<file path="src/pkg/pirg_pkg.sv">
// Package for the pin, interrupt and reset glue block.
// Assumes a 10 MHz system clock and a classic Wishbone register master.
package pirg_pkg;
  // ==========================================================
  // Register byte addresses
  localparam logic [7:0] ADDR_PORTA_DATA = 8'h00;
  localparam logic [7:0] ADDR_PORTB_DATA = 8'h04;
  localparam logic [7:0] ADDR_PORTC_DATA = 8'h08;
  localparam logic [7:0] ADDR_PORTD_DATA = 8'h0C;
  localparam logic [7:0] ADDR_PORTA_DIR  = 8'h10;
  localparam logic [7:0] ADDR_PORTB_DIR  = 8'h14;
  localparam logic [7:0] ADDR_PORTC_DIR  = 8'h18;
  localparam logic [7:0] ADDR_ADC_CTRL   = 8'h1C;
  localparam logic [7:0] ADDR_IRQ_CTRL   = 8'h20;
  localparam logic [7:0] ADDR_IRQ_STAT   = 8'h24;
  localparam logic [7:0] ADDR_IRQ_MASK   = 8'h28;
  localparam logic [7:0] ADDR_RST_CAUSE  = 8'h2C;
  // ==========================================================
  // Field layout
  localparam int PA_W          = 7;
  localparam int PB_W          = 8;
  localparam int PC_W          = 8;
  localparam int PD_W          = 5;
  localparam int CHSEL_W       = 3;
  localparam int ADC_EN_BIT    = 3;
  localparam int IRQ_EN_BIT    = 0;
  localparam int EV_W          = 3;
  localparam int EV_PIN_BIT    = 0;
  localparam int EV_PORTC_BIT  = 1;
  localparam int EV_RST_BIT    = 2;
  localparam int RSRC_W        = 5;
  localparam logic [7:0]  DIR_RESET  = 8'h00;
  localparam logic [31:0] RD_UNMAPPED = 32'h0000_0000;
  // ==========================================================
  // Timing
  localparam int CLK_HZ          = 10_000_000;
  localparam int RST_PULSE_NS    = 1000;
  localparam int RST_PULSE_CYC   =
    (RST_PULSE_NS * (CLK_HZ / 1_000_000) + 999) / 1000;
  localparam int SYNC_STAGES     = 2;
endpackage : pirg_pkg

</file>
<file path="src/core/pirg_glue.sv">
// Pin glue: reset pin, interrupt pin, port C keyboard interrupt,
// port direction registers and port D analog-shared reads.
// Assumes classic Wishbone slave access and pins synchronous to clk
// except the interrupt pin, reset pin, oscillator input and port C, which are synchronised here.
//
// Overview of operation
// A low on the reset pin is a reset request for the whole controller.
// Any internal reset source drives the reset pin low.
// The interrupt pin senses falling edges, or edges and low level.
// When enabled, all eight port C pins are ORed into the interrupt.
// Port C interrupts are always falling-edge only.
// Ports A, B and C default to input direction at any reset.
// The converter is off after reset; port D then reads as plain inputs.
// While enabled, the channel select picks exactly one port D pin; codes 5 to 7 pick none.
// While enabled, the selected port D pin reads as 0.
// While enabled, unselected port D pins read their true level.
// The operating clock runs at half the oscillator frequency.
// Interrupt pin and port C are synchronised before edge detection.
//
// Implementation choices: the Wishbone interface to the registers and the register addresses.
`timescale 1ns/10ps
module pirg_glue #(
  parameter bit LEVEL_SENSE = 1'b1   // Option bit: 1 edge and level
) (
  input  wire logic        clk,            // System clock, 10 MHz
  input  wire logic        rst_n,          // Async reset, active low
  input  wire logic        osc_in,         // Oscillator clock input
  output logic             op_clk,         // Operating clock, osc / 2
  input  wire logic        reset_pin_i,    // Reset pin level
  output logic             reset_pin_o,    // Reset pin drive value
  output logic             reset_pin_oe_n, // Reset pin enable, low drives
  input  wire logic        wdog_rst,       // Watchdog timeout reset
  input  wire logic        por_rst,        // Power-on reset
  input  wire logic        illegal_rst,    // Illegal address reset
  input  wire logic        stop_rst,       // Disabled stop reset
  input  wire logic        lvr_rst,        // Low-voltage reset
  output logic             sys_reset_req,  // Reset request to core
  input  wire logic        irq_pin,        // Interrupt pin, active low
  output logic             cpu_irq_req,    // Interrupt request to CPU
  input  wire logic [6:0]  first_port_lines,    // Port A pins
  output logic      [6:0]  first_port_dir,      // Port A direction, 1 out
  input  wire logic [7:0]  portb_lines,         // Port B pins
  output logic      [7:0]  portb_dir,           // Port B direction
  input  wire logic [7:0]  keyboard_port_lines, // Port C pins
  output logic      [7:0]  keyboard_port_dir,   // Port C direction
  input  wire logic [4:0]  analog_shared_inputs, // Port D pins
  output logic             adc_enable,     // Converter enable
  output logic      [4:0]  adc_channel_sel,// One-hot analog select
  output logic             irq_out,        // Level interrupt
  input  wire logic        wb_cyc_i,       // Wishbone cycle
  input  wire logic        wb_stb_i,       // Wishbone strobe
  input  wire logic        wb_we_i,        // Wishbone write enable
  input  wire logic [7:0]  wb_adr_i,       // Wishbone byte address
  input  wire logic [3:0]  wb_sel_i,       // Wishbone byte selects
  input  wire logic [31:0] wb_dat_i,       // Wishbone write data
  output logic      [31:0] wb_dat_o,       // Wishbone read data
  output logic             wb_ack_o        // Wishbone acknowledge
);
  logic [6:0]  dir_a;
  logic [7:0]  dir_b;
  logic [7:0]  dir_c;
  logic        adc_en;
  logic [2:0]  adc_ch;
  logic        irq_en;
  logic [2:0]  ev_stat;
  logic [2:0]  ev_mask;
  logic [4:0]  rst_cause;
  logic        pin_level;
  logic        pin_fall;
  logic [7:0]  pc_level;
  logic [7:0]  pc_fall;
  logic        rst_pin_s1;
  logic        rst_pin_s2;
  logic [7:0]  rst_cnt;
  logic        osc_s1;
  logic        osc_s2;
  logic        osc_prev;
  logic        access;
  logic        wr;
  logic [4:0]  int_src;
  logic [4:0]  pd_read;
  logic [2:0]  ev_set;
  logic        irq_raw;

  assign access = wb_cyc_i & wb_stb_i & ~wb_ack_o;
  assign wr     = access & wb_we_i & wb_sel_i[0];

  // ==========================================================
  // Operating clock divider
  always_ff @(posedge clk or negedge rst_n) begin
    if (!rst_n) begin
      osc_s1   <= 1'b0;
      osc_s2   <= 1'b0;
      osc_prev <= 1'b0;
      op_clk   <= 1'b0;
    end else begin
      osc_s1   <= osc_in;
      osc_s2   <= osc_s1;
      osc_prev <= osc_s2;
      // toggle on each oscillator rise
      if (osc_s2 & ~osc_prev)
        op_clk <= ~op_clk;
    end
  end

  // ==========================================================
  // Reset pin
  assign int_src = {wdog_rst, por_rst, illegal_rst, stop_rst, lvr_rst};

  always_ff @(posedge clk or negedge rst_n) begin
    if (!rst_n) begin
      rst_pin_s1 <= 1'b1;
      rst_pin_s2 <= 1'b1;
      rst_cnt    <= 8'h00;
      rst_cause  <= 5'h00;
    end else begin
      rst_pin_s1 <= reset_pin_i;
      rst_pin_s2 <= rst_pin_s1;
      // hold the pin low for a minimum pulse
      if (|int_src)
        rst_cnt <= 8'(pirg_pkg::RST_PULSE_CYC);
      else if (rst_cnt != 8'h00)
        rst_cnt <= rst_cnt - 8'h01;
      if (wr && wb_adr_i == pirg_pkg::ADDR_RST_CAUSE)
        rst_cause <= (rst_cause & ~wb_dat_i[4:0]) | int_src;
      else
        rst_cause <= rst_cause | int_src;
    end
  end

  // pulldown while any source is active
  assign reset_pin_o    = 1'b0;
  assign reset_pin_oe_n = ~((|int_src) | (rst_cnt != 8'h00));
  // low pin level requests reset
  assign sys_reset_req  = ~rst_pin_s2 | (|int_src);

  a_rst_drive: assert property (@(posedge clk) disable iff (!rst_n)
    $rose(por_rst) |-> !reset_pin_oe_n)
    else $error("reset pin not driven on internal reset");

  a_rst_request: assert property (@(posedge clk) disable iff (!rst_n)
    (!rst_pin_s2) |-> sys_reset_req)
    else $error("low reset pin gave no reset request");

  // ==========================================================
  // Interrupt pin and port C sensing
  pirg_fall_det u_pin_det (
    .clk   (clk),
    .rst_n (rst_n),
    .pin   (irq_pin),
    .level (pin_level),
    .fall  (pin_fall)
  );

  // port C edges only
  genvar gi;
  generate
    for (gi = 0; gi < pirg_pkg::PC_W; gi++) begin : g_pc
      pirg_fall_det u_pc_det (
        .clk   (clk),
        .rst_n (rst_n),
        .pin   (keyboard_port_lines[gi]),
        .level (pc_level[gi]),
        .fall  (pc_fall[gi])
      );
    end
  endgenerate

  always_comb begin
    ev_set = 3'h0;
    // edge, or edge plus low level
    ev_set[pirg_pkg::EV_PIN_BIT] = irq_en &
      (pin_fall | (LEVEL_SENSE & ~pin_level));
    // OR of port C edges
    ev_set[pirg_pkg::EV_PORTC_BIT] = irq_en & (|pc_fall);
    ev_set[pirg_pkg::EV_RST_BIT] = |int_src;
  end

  // ==========================================================
  // Sticky status, write one to clear, set wins
  always_ff @(posedge clk or negedge rst_n) begin
    if (!rst_n)
      ev_stat <= 3'h0;
    else if (wr && wb_adr_i == pirg_pkg::ADDR_IRQ_STAT)
      ev_stat <= (ev_stat & ~wb_dat_i[2:0]) | ev_set;
    else
      ev_stat <= ev_stat | ev_set;
  end

  assign irq_raw     = |(ev_stat & ev_mask);
  assign irq_out     = irq_raw;
  assign cpu_irq_req = |(ev_stat[1:0] & ev_mask[1:0]);

  a_pc_edge_only: assert property (@(posedge clk) disable iff (!rst_n)
    (irq_en && (&pc_level) && $stable(pc_level) && !pin_fall &&
     pin_level && !ev_stat[pirg_pkg::EV_PORTC_BIT]) |=>
      !ev_stat[pirg_pkg::EV_PORTC_BIT])
    else $error("port C level set its flag");

  a_pc_or: assert property (@(posedge clk) disable iff (!rst_n)
    (irq_en && |pc_fall) |=> ev_stat[pirg_pkg::EV_PORTC_BIT])
    else $error("port C edge lost");

  a_pin_sense: assert property (@(posedge clk) disable iff (!rst_n)
    (irq_en && (pin_fall || (LEVEL_SENSE && !pin_level))) |=>
      ev_stat[pirg_pkg::EV_PIN_BIT])
    else $error("interrupt pin event lost");

  // ==========================================================
  // Control registers
  always_ff @(posedge clk or negedge rst_n) begin
    if (!rst_n) begin
      dir_a  <= pirg_pkg::DIR_RESET[6:0];
      dir_b  <= pirg_pkg::DIR_RESET;
      dir_c  <= pirg_pkg::DIR_RESET;
      adc_en <= 1'b0;
      adc_ch <= 3'h0;
      irq_en <= 1'b0;
      ev_mask <= 3'h0;
    end else if (wr) begin
      unique case (wb_adr_i)
        // direction registers
        pirg_pkg::ADDR_PORTA_DIR: dir_a <= wb_dat_i[6:0];
        pirg_pkg::ADDR_PORTB_DIR: dir_b <= wb_dat_i[7:0];
        pirg_pkg::ADDR_PORTC_DIR: dir_c <= wb_dat_i[7:0];
        pirg_pkg::ADDR_ADC_CTRL: begin
          adc_en <= wb_dat_i[pirg_pkg::ADC_EN_BIT];
          adc_ch <= wb_dat_i[2:0];
        end
        pirg_pkg::ADDR_IRQ_CTRL: irq_en <= wb_dat_i[pirg_pkg::IRQ_EN_BIT];
        pirg_pkg::ADDR_IRQ_MASK: ev_mask <= wb_dat_i[2:0];
        default: ;
      endcase
    end
  end

  assign first_port_dir    = dir_a;
  assign portb_dir         = dir_b;
  assign keyboard_port_dir = dir_c;
  // converter off after reset
  assign adc_enable        = adc_en;

  // exactly one channel; codes above four fold to none
  always_comb begin
    adc_channel_sel = 5'h00;
    if (adc_en && adc_ch < 3'(pirg_pkg::PD_W))
      adc_channel_sel[adc_ch] = 1'b1;
  end

  // selected pin reads 0; R10: others true
  assign pd_read = analog_shared_inputs & ~adc_channel_sel;

  a_pd_zero: assert property (@(posedge clk) disable iff (!rst_n)
    (adc_en && adc_ch < 3'(pirg_pkg::PD_W)) |->
      pd_read[adc_ch] == 1'b0)
    else $error("selected analog pin read as one");

  a_pd_true: assert property (@(posedge clk) disable iff (!rst_n)
    !adc_en |-> pd_read == analog_shared_inputs)
    else $error("port D read altered while converter off");

  a_dir_reset: assert property (@(posedge clk)
    $rose(rst_n) |-> (dir_a == 7'h00 && dir_c == 8'h00))
    else $error("port direction not input after reset");

  // ==========================================================
  // Wishbone read and ack, one cycle
  always_ff @(posedge clk or negedge rst_n) begin
    if (!rst_n) begin
      wb_ack_o <= 1'b0;
      wb_dat_o <= 32'h0000_0000;
    end else begin
      wb_ack_o <= access;
      if (access && !wb_we_i) begin
        unique case (wb_adr_i)
          pirg_pkg::ADDR_PORTA_DATA: wb_dat_o <= {25'h0, first_port_lines};
          pirg_pkg::ADDR_PORTB_DATA: wb_dat_o <= {24'h0, portb_lines};
          pirg_pkg::ADDR_PORTC_DATA: wb_dat_o <= {24'h0, keyboard_port_lines};
          pirg_pkg::ADDR_PORTD_DATA: wb_dat_o <= {27'h0, pd_read};
          pirg_pkg::ADDR_PORTA_DIR:  wb_dat_o <= {25'h0, dir_a};
          pirg_pkg::ADDR_PORTB_DIR:  wb_dat_o <= {24'h0, dir_b};
          pirg_pkg::ADDR_PORTC_DIR:  wb_dat_o <= {24'h0, dir_c};
          pirg_pkg::ADDR_ADC_CTRL:   wb_dat_o <= {28'h0, adc_en, adc_ch};
          pirg_pkg::ADDR_IRQ_CTRL:   wb_dat_o <= {31'h0, irq_en};
          pirg_pkg::ADDR_IRQ_STAT:   wb_dat_o <= {29'h0, ev_stat};
          pirg_pkg::ADDR_IRQ_MASK:   wb_dat_o <= {29'h0, ev_mask};
          pirg_pkg::ADDR_RST_CAUSE:  wb_dat_o <= {27'h0, rst_cause};
          default:                   wb_dat_o <= pirg_pkg::RD_UNMAPPED;
        endcase
      end
    end
  end
endmodule : pirg_glue

</file>
<file path="src/core/pirg_fall_det.sv">
// Two-flop synchroniser with falling-edge detector for one pin.
// Assumes the pin is asynchronous and idles high.
`timescale 1ns/10ps
module pirg_fall_det (
  input  wire logic clk,      // System clock
  input  wire logic rst_n,    // Async reset, active low
  input  wire logic pin,      // Raw pin level
  output logic      level,    // Synchronised level
  output logic      fall      // One-cycle pulse on high to low
);
  logic meta;
  logic prev;

  // ==========================================================
  // Synchroniser: meta is read only by level
  always_ff @(posedge clk or negedge rst_n) begin
    if (!rst_n) begin
      meta  <= 1'b1;
      level <= 1'b1;
      prev  <= 1'b1;
    end else begin
      meta  <= pin;
      level <= meta;
      prev  <= level;
    end
  end

  // one pulse per edge
  assign fall = prev & ~level;

  // exactly one request per edge
  a_fall_single: assert property (@(posedge clk) disable iff (!rst_n)
    fall |=> !fall) else $error("falling edge pulse longer than one cycle");
endmodule : pirg_fall_det

</file>
<file path="config.mk">
export PLATFORM = sky130hd
export DESIGN_NAME = pirg_glue
export DESIGN_NICKNAME = d
export VERILOG_FILES = /design/src/pkg/pirg_pkg.sv /design/src/core/pirg_glue.sv /design/src/core/pirg_fall_det.sv
export SDC_FILE = /design/constraint.sdc
export NUM_CORES = 1
export LEC_CHECK = 0
export ABC_AREA = 1
export BUFFER_PORTS_ARGS = -buffer_cell sky130_fd_sc_hd__buf_2
export CORE_MARGIN = 10
export CORE_UTILIZATION = 36
export CTS_BUF_LIST = sky130_fd_sc_hd__clkbuf_16
export CTS_CLUSTER_DIAMETER = 200
export DETAILED_ROUTE_END_ITERATION = 10
export SLEW_MARGIN = 20
export SYNTH_ARGS = -nofsm -noshare
export SYNTH_HDL_FRONTEND = slang
export SYNTH_HIERARCHICAL = 1
export SYNTH_SLANG_ARGS = --single-unit
</file>
<file path="constraint.sdc">
create_clock -name clk -period 1.94 [get_ports clk]
set_input_delay 0.291 -clock clk [delete_from_list [all_inputs] [get_ports clk]]
set_output_delay 0.291 -clock clk [all_outputs]
set_load 0.01 [all_outputs]
</file>
==> qor.json <==
{
  "status": {"value": "completed"},
  "hold_violations": {"value": 0},
  "detailroute.wirelength.met3": {"value": 863, "unit": "um"},
  "cts.sinks": {"value": 89},
  "die_area": {"value": 0.0169, "unit": "mm2"},
  "met1_length": {"value": 5310, "unit": "um"},
  "cp-startpoint": {"value": "rst_cnt[1]"},
  "final_replace_weighted_congestion": {"value": 0.837},
  "first_global_vias": {"value": 3614},
  "post_synth_num_cell_types": {"value": 29},
  "clk_pin_slew_worst_paths": {"value": 60, "unit": "ps"},
  "power_density": {"value": 734, "unit": "mW/mm2"},
  "portBuffers": {"value": 100},
  "grt_start_max_net_pins": {"value": 47},
  "routed_wirelength_normalized_by_instance_count": {"value": 15.2, "unit": "um"},
  "syn-instance-count": {"value": 516},
  "layout-drive-gt1-share": {"value": 0.316},
  "postSynthAreaPerCell": {"value": 8.46, "unit": "um2"},
  "insertion_delay": {"value": 340, "unit": "ps"},
  "internal_power": {"value": 2.97, "unit": "mW"},
  "cts-root-to-sink-buffers": {"value": 2},
  "highest_clock_frequency_the_design_can_meet": {"value": 526, "unit": "MHz"},
  "post-route-min-period": {"value": 1900, "unit": "ps"},
  "power_switching_share": {"value": 0.238},
  "top_signal_layer_used": {"value": "met4"},
  "finalCoreUtilization": {"value": 0.444},
  "end_kind": {"value": "primary output"},
  "report.final.slew_viol_count": {"value": 0},
  "buf_inv_stages_crit_path": {"value": 2},
  "cts_root_buffer": {"value": "sky130_fd_sc_hd__clkbuf_16"},
  "yosys_warnings": {"value": 6},
  "dr_vias": {"value": 3606},
  "synth_edf_count": {"value": 0},
  "cp-start-kind": {"value": "flop"},
  "final_cell_count_no_fill": {"value": 786},
  "number_of_antenna_violations_at_the_first_check_in_global_routing": {"value": 0},
  "finalCritPeriodShare": {"value": 0.979},
  "synth_area": {"value": 0.00436, "unit": "mm2"},
  "critical-path-max-stage-delay": {"value": 400, "unit": "ps"},
  "core": {"value": 0.0120, "unit": "mm2"},
  "synth_seq_cells": {"value": 89},
  "row_count": {"value": 40},
  "grt_overflow_total": {"value": 0},
  "antenna-diode-count": {"value": 0},
  "place.detailed.hpwl": {"value": 9390, "unit": "um"},
  "totalWireLength": {"value": 11900, "unit": "um"},
  "htree_num_levels": {"value": 3},
  "switchingPower": {"value": 928, "unit": "uW"},
  "skew": {"value": 5.16, "unit": "ps"},
  "nNetsFinal": {"value": 720},
  "worst_setup_path_class": {"value": "reg2out"},
  "worst_hold_path_type": {"value": "in2reg"},
  "pwr-share-clk": {"value": 0.420},
  "die_width": {"value": 130, "unit": "um"},
  "drcViolationCount": {"value": 0},
  "n_fill_cell": {"value": 1226},
  "synth_ff_type": {"value": "sky130_fd_sc_hd__dfrtp_1"},
  "synthToLayoutAreaGrowth": {"value": 21.8, "unit": "%"},
  "floorplan.initialDensity": {"value": 0.365},
  "critical_path.slowest_cell": {"value": "sky130_fd_sc_hd__dfrtp_1"},
  "grt_pass1_wl": {"value": 18600, "unit": "um"},
  "drt_pass1_iterations": {"value": 4},
  "cp_top_family": {"value": "simple AND/OR/NAND/NOR gates"},
  "boundaryPins": {"value": 153},
  "p_comb_frac": {"value": 0.076},
  "fin_area": {"value": 0.00532, "unit": "mm2"},
  "multi_input_comb_area": {"value": 0.00175, "unit": "mm2"},
  "synthMostInstantiatedCell": {"value": "sky130_fd_sc_hd__nand2_1"},
  "setup_viol": {"value": 0},
  "dr_wl_met2": {"value": 5580, "unit": "um"},
  "dr.first_iter.drc_count": {"value": 195},
  "required": {"value": 1650, "unit": "ps"},
  "max-cap-violations": {"value": 0},
  "ys_async_sr_fraction": {"value": 1.00},
  "synth.yosys.seq_area_share": {"value": 0.519},
  "post_synth_most_frequent_cells": {"value": "sky130_fd_sc_hd__nand2_1 (155), sky130_fd_sc_hd__dfrtp_1 (60), sky130_fd_sc_hd__inv_1 (56), sky130_fd_sc_hd__nand3_1 (44), sky130_fd_sc_hd__nor2_1 (41)"},
  "power_frac_seq": {"value": 0.503},
  "r2r-start": {"value": "rst_cnt[1]"},
  "cellLeakagePower": {"value": 2.81, "unit": "nW"},
  "peakVddDrop": {"value": 0.366, "unit": "mV"},
  "rsz0062_at_grt": {"value": "yes"},
  "vias_per_cell": {"value": 4.59},
  "critical_path.cell_chain": {"value": "inv_2 > ha_4 > nand4_1 > nor2_2 > nand2_2 > nor2_4 > buf_6"},
  "worst-endpoint-arrival": {"value": 1610, "unit": "ps"},
  "grtUsageTotal": {"value": 0.142},
  "die-height": {"value": 130, "unit": "um"},
  "yosys-top-cells-area": {"value": "sky130_fd_sc_hd__dfrtp_1 (34%), sky130_fd_sc_hd__dfstp_2 (17%), sky130_fd_sc_hd__nand2_1 (13%)"},
  "synth_area_leader_cell": {"value": "sky130_fd_sc_hd__dfrtp_1"},
  "critPathMaxFanout": {"value": 4},
  "hold_path_startpoint": {"value": "reset_pin_i"},
  "place_inst": {"value": 764},
  "register_area": {"value": 0.00226, "unit": "mm2"},
  "cts_buffers": {"value": 9},
  "placed_cell_area": {"value": 0.00496, "unit": "mm2"},
  "cts_tree": {"value": "built"},
  "yosysTopAreaCellShare": {"value": 0.344},
  "detail-route-antenna-nets": {"value": 0}
}
## per-layer routing
| layer | vias up | global-route usage |
|---|---|---|
| met4 | 0 | 0.0483 |
| met3 | 12 | 0.0410 |
| met2 | 104 | 0.224 |
| li1 | 1811 | - |
| met1 | 1679 | 0.181 |
| met5 | - | 0 |
## cell usage in the layout, fill, tap and decap left out, types with 4 or more instances in the layout
cell	n
sky130_fd_sc_hd__nor2_2	17
sky130_fd_sc_hd__o21ai_0	26
sky130_fd_sc_hd__dfstp_2	29
sky130_fd_sc_hd__nand2_1	154
sky130_fd_sc_hd__inv_1	55
sky130_fd_sc_hd__nor2_1	39
sky130_fd_sc_hd__buf_4	13
sky130_fd_sc_hd__o21ai_2	8
sky130_fd_sc_hd__clkbuf_16	10
sky130_fd_sc_hd__buf_2	98
sky130_fd_sc_hd__o21ai_1	11
sky130_fd_sc_hd__a21oi_1	4
sky130_fd_sc_hd__nor2_4	6
sky130_fd_sc_hd__nand3_1	44
sky130_fd_sc_hd__nand2_2	6
sky130_fd_sc_hd__dfrtp_1	60
sky130_fd_sc_hd__conb_1	25
## state kept, by name, summed over array words and instances (netlist names), 7 cells and up
signal and count:
wb_dat_o 8, g_pc.u_pc_det/meta 8, keyboard_port_dir 8, g_pc.u_pc_det/prev 8, portb_dir 8, first_port_dir 7
rst_cnt 8, g_pc.u_pc_det/level 8
## cell families after synthesis
kind of cell / Yosys count / share of synthesized area
AO/OA/AOI/OAI: 53 / 0.0703
XOR/XNOR: 2 / 0.00402
adder cells (fa/ha/maj): 1 / 0.00287
buffers and inverters: 87 / 0.106
flip-flops: 89 / 0.519
other: 1 / 0.000860
AND/OR/NAND/NOR: 283 / 0.297
## path summary, 6_finish.rpt
check	endpoint	slack (ps)	cells past startpoint
min in group asynchronous	g_pc[6].u_pc_det/prev	510	2
max in group asynchronous	g_pc[7].u_pc_det/meta	960	3
worst max-delay path	reset_pin_oe_n	40	7
worst max register to register	rst_cnt[1]	340	9
worst min-delay path	rst_pin_s1	40	1
worst min register to register	g_pc[7].u_pc_det/level	360	0
## stage by stage
| stage | TNS [ps] | worst slack [ps] | hold WS (ps) | total power, mW |
|---|---|---|---|---|
| finish | 0 | 40.3 | 44.7 | 3.90 |
| global route | -75.1 | -75.1 | 27.2 | 4.08 |
| CTS | 0 | 5.70 | 34.6 | 3.95 |
| detailed placement | 0 | 75.1 | 320 | 2.29 |
| global placement | 0 | 147 | 319 | 2.28 |
| floorplan | 0 | 379 | -4.59 | 2.16 |
## layout make-up
| class | instances | area share |
|---|---|---|
| timing repair buffer | 114 | 0.118 |
| inverter | 56 | 0.0395 |
| clock buffer | 10 | 0.0471 |
| sequential | 89 | 0.426 |
| clock inverter | 6 | 0.00565 |
| multi-input combinational | 364 | 0.329 |
| tap | 147 | 0.0346 |
## worst reg2reg max path, delay by kind of cell (launching register included)
kind	cells	cell delay, ps
and+or+nand+nor	4	440
DFF	1	400
buffers and inverters	3	370
adders and majority gates	1	140
AOI/OAI and AO/OA	1	140
## power by group through the flow
| stage | Clock (mW) | Sequential (mW) | Combinational [mW] |
|---|---|---|---|
| floorplan | 0 | 2.00 | 0.163 |
| global placement | 0 | 1.99 | 0.292 |
| detailed placement | 0 | 1.99 | 0.296 |
| CTS | 1.68 | 1.96 | 0.301 |
| global route | 1.77 | 1.97 | 0.336 |
| finish | 1.64 | 1.96 | 0.297 |
## what timing repair did
| action | 4_1_cts | 5_1_grt |
|---|---|---|
| hold buffers | 1 | 0 |
| setup buffers | 2 | 3 |
| pin swaps | 3 | 4 |
| endpoints found under the hold margin | 7 | 0 |
| setup endpoints to repair | 1 | 1 |
| gates resized for setup | 6 | 2 |
Power figures use the tool's default switching activity.
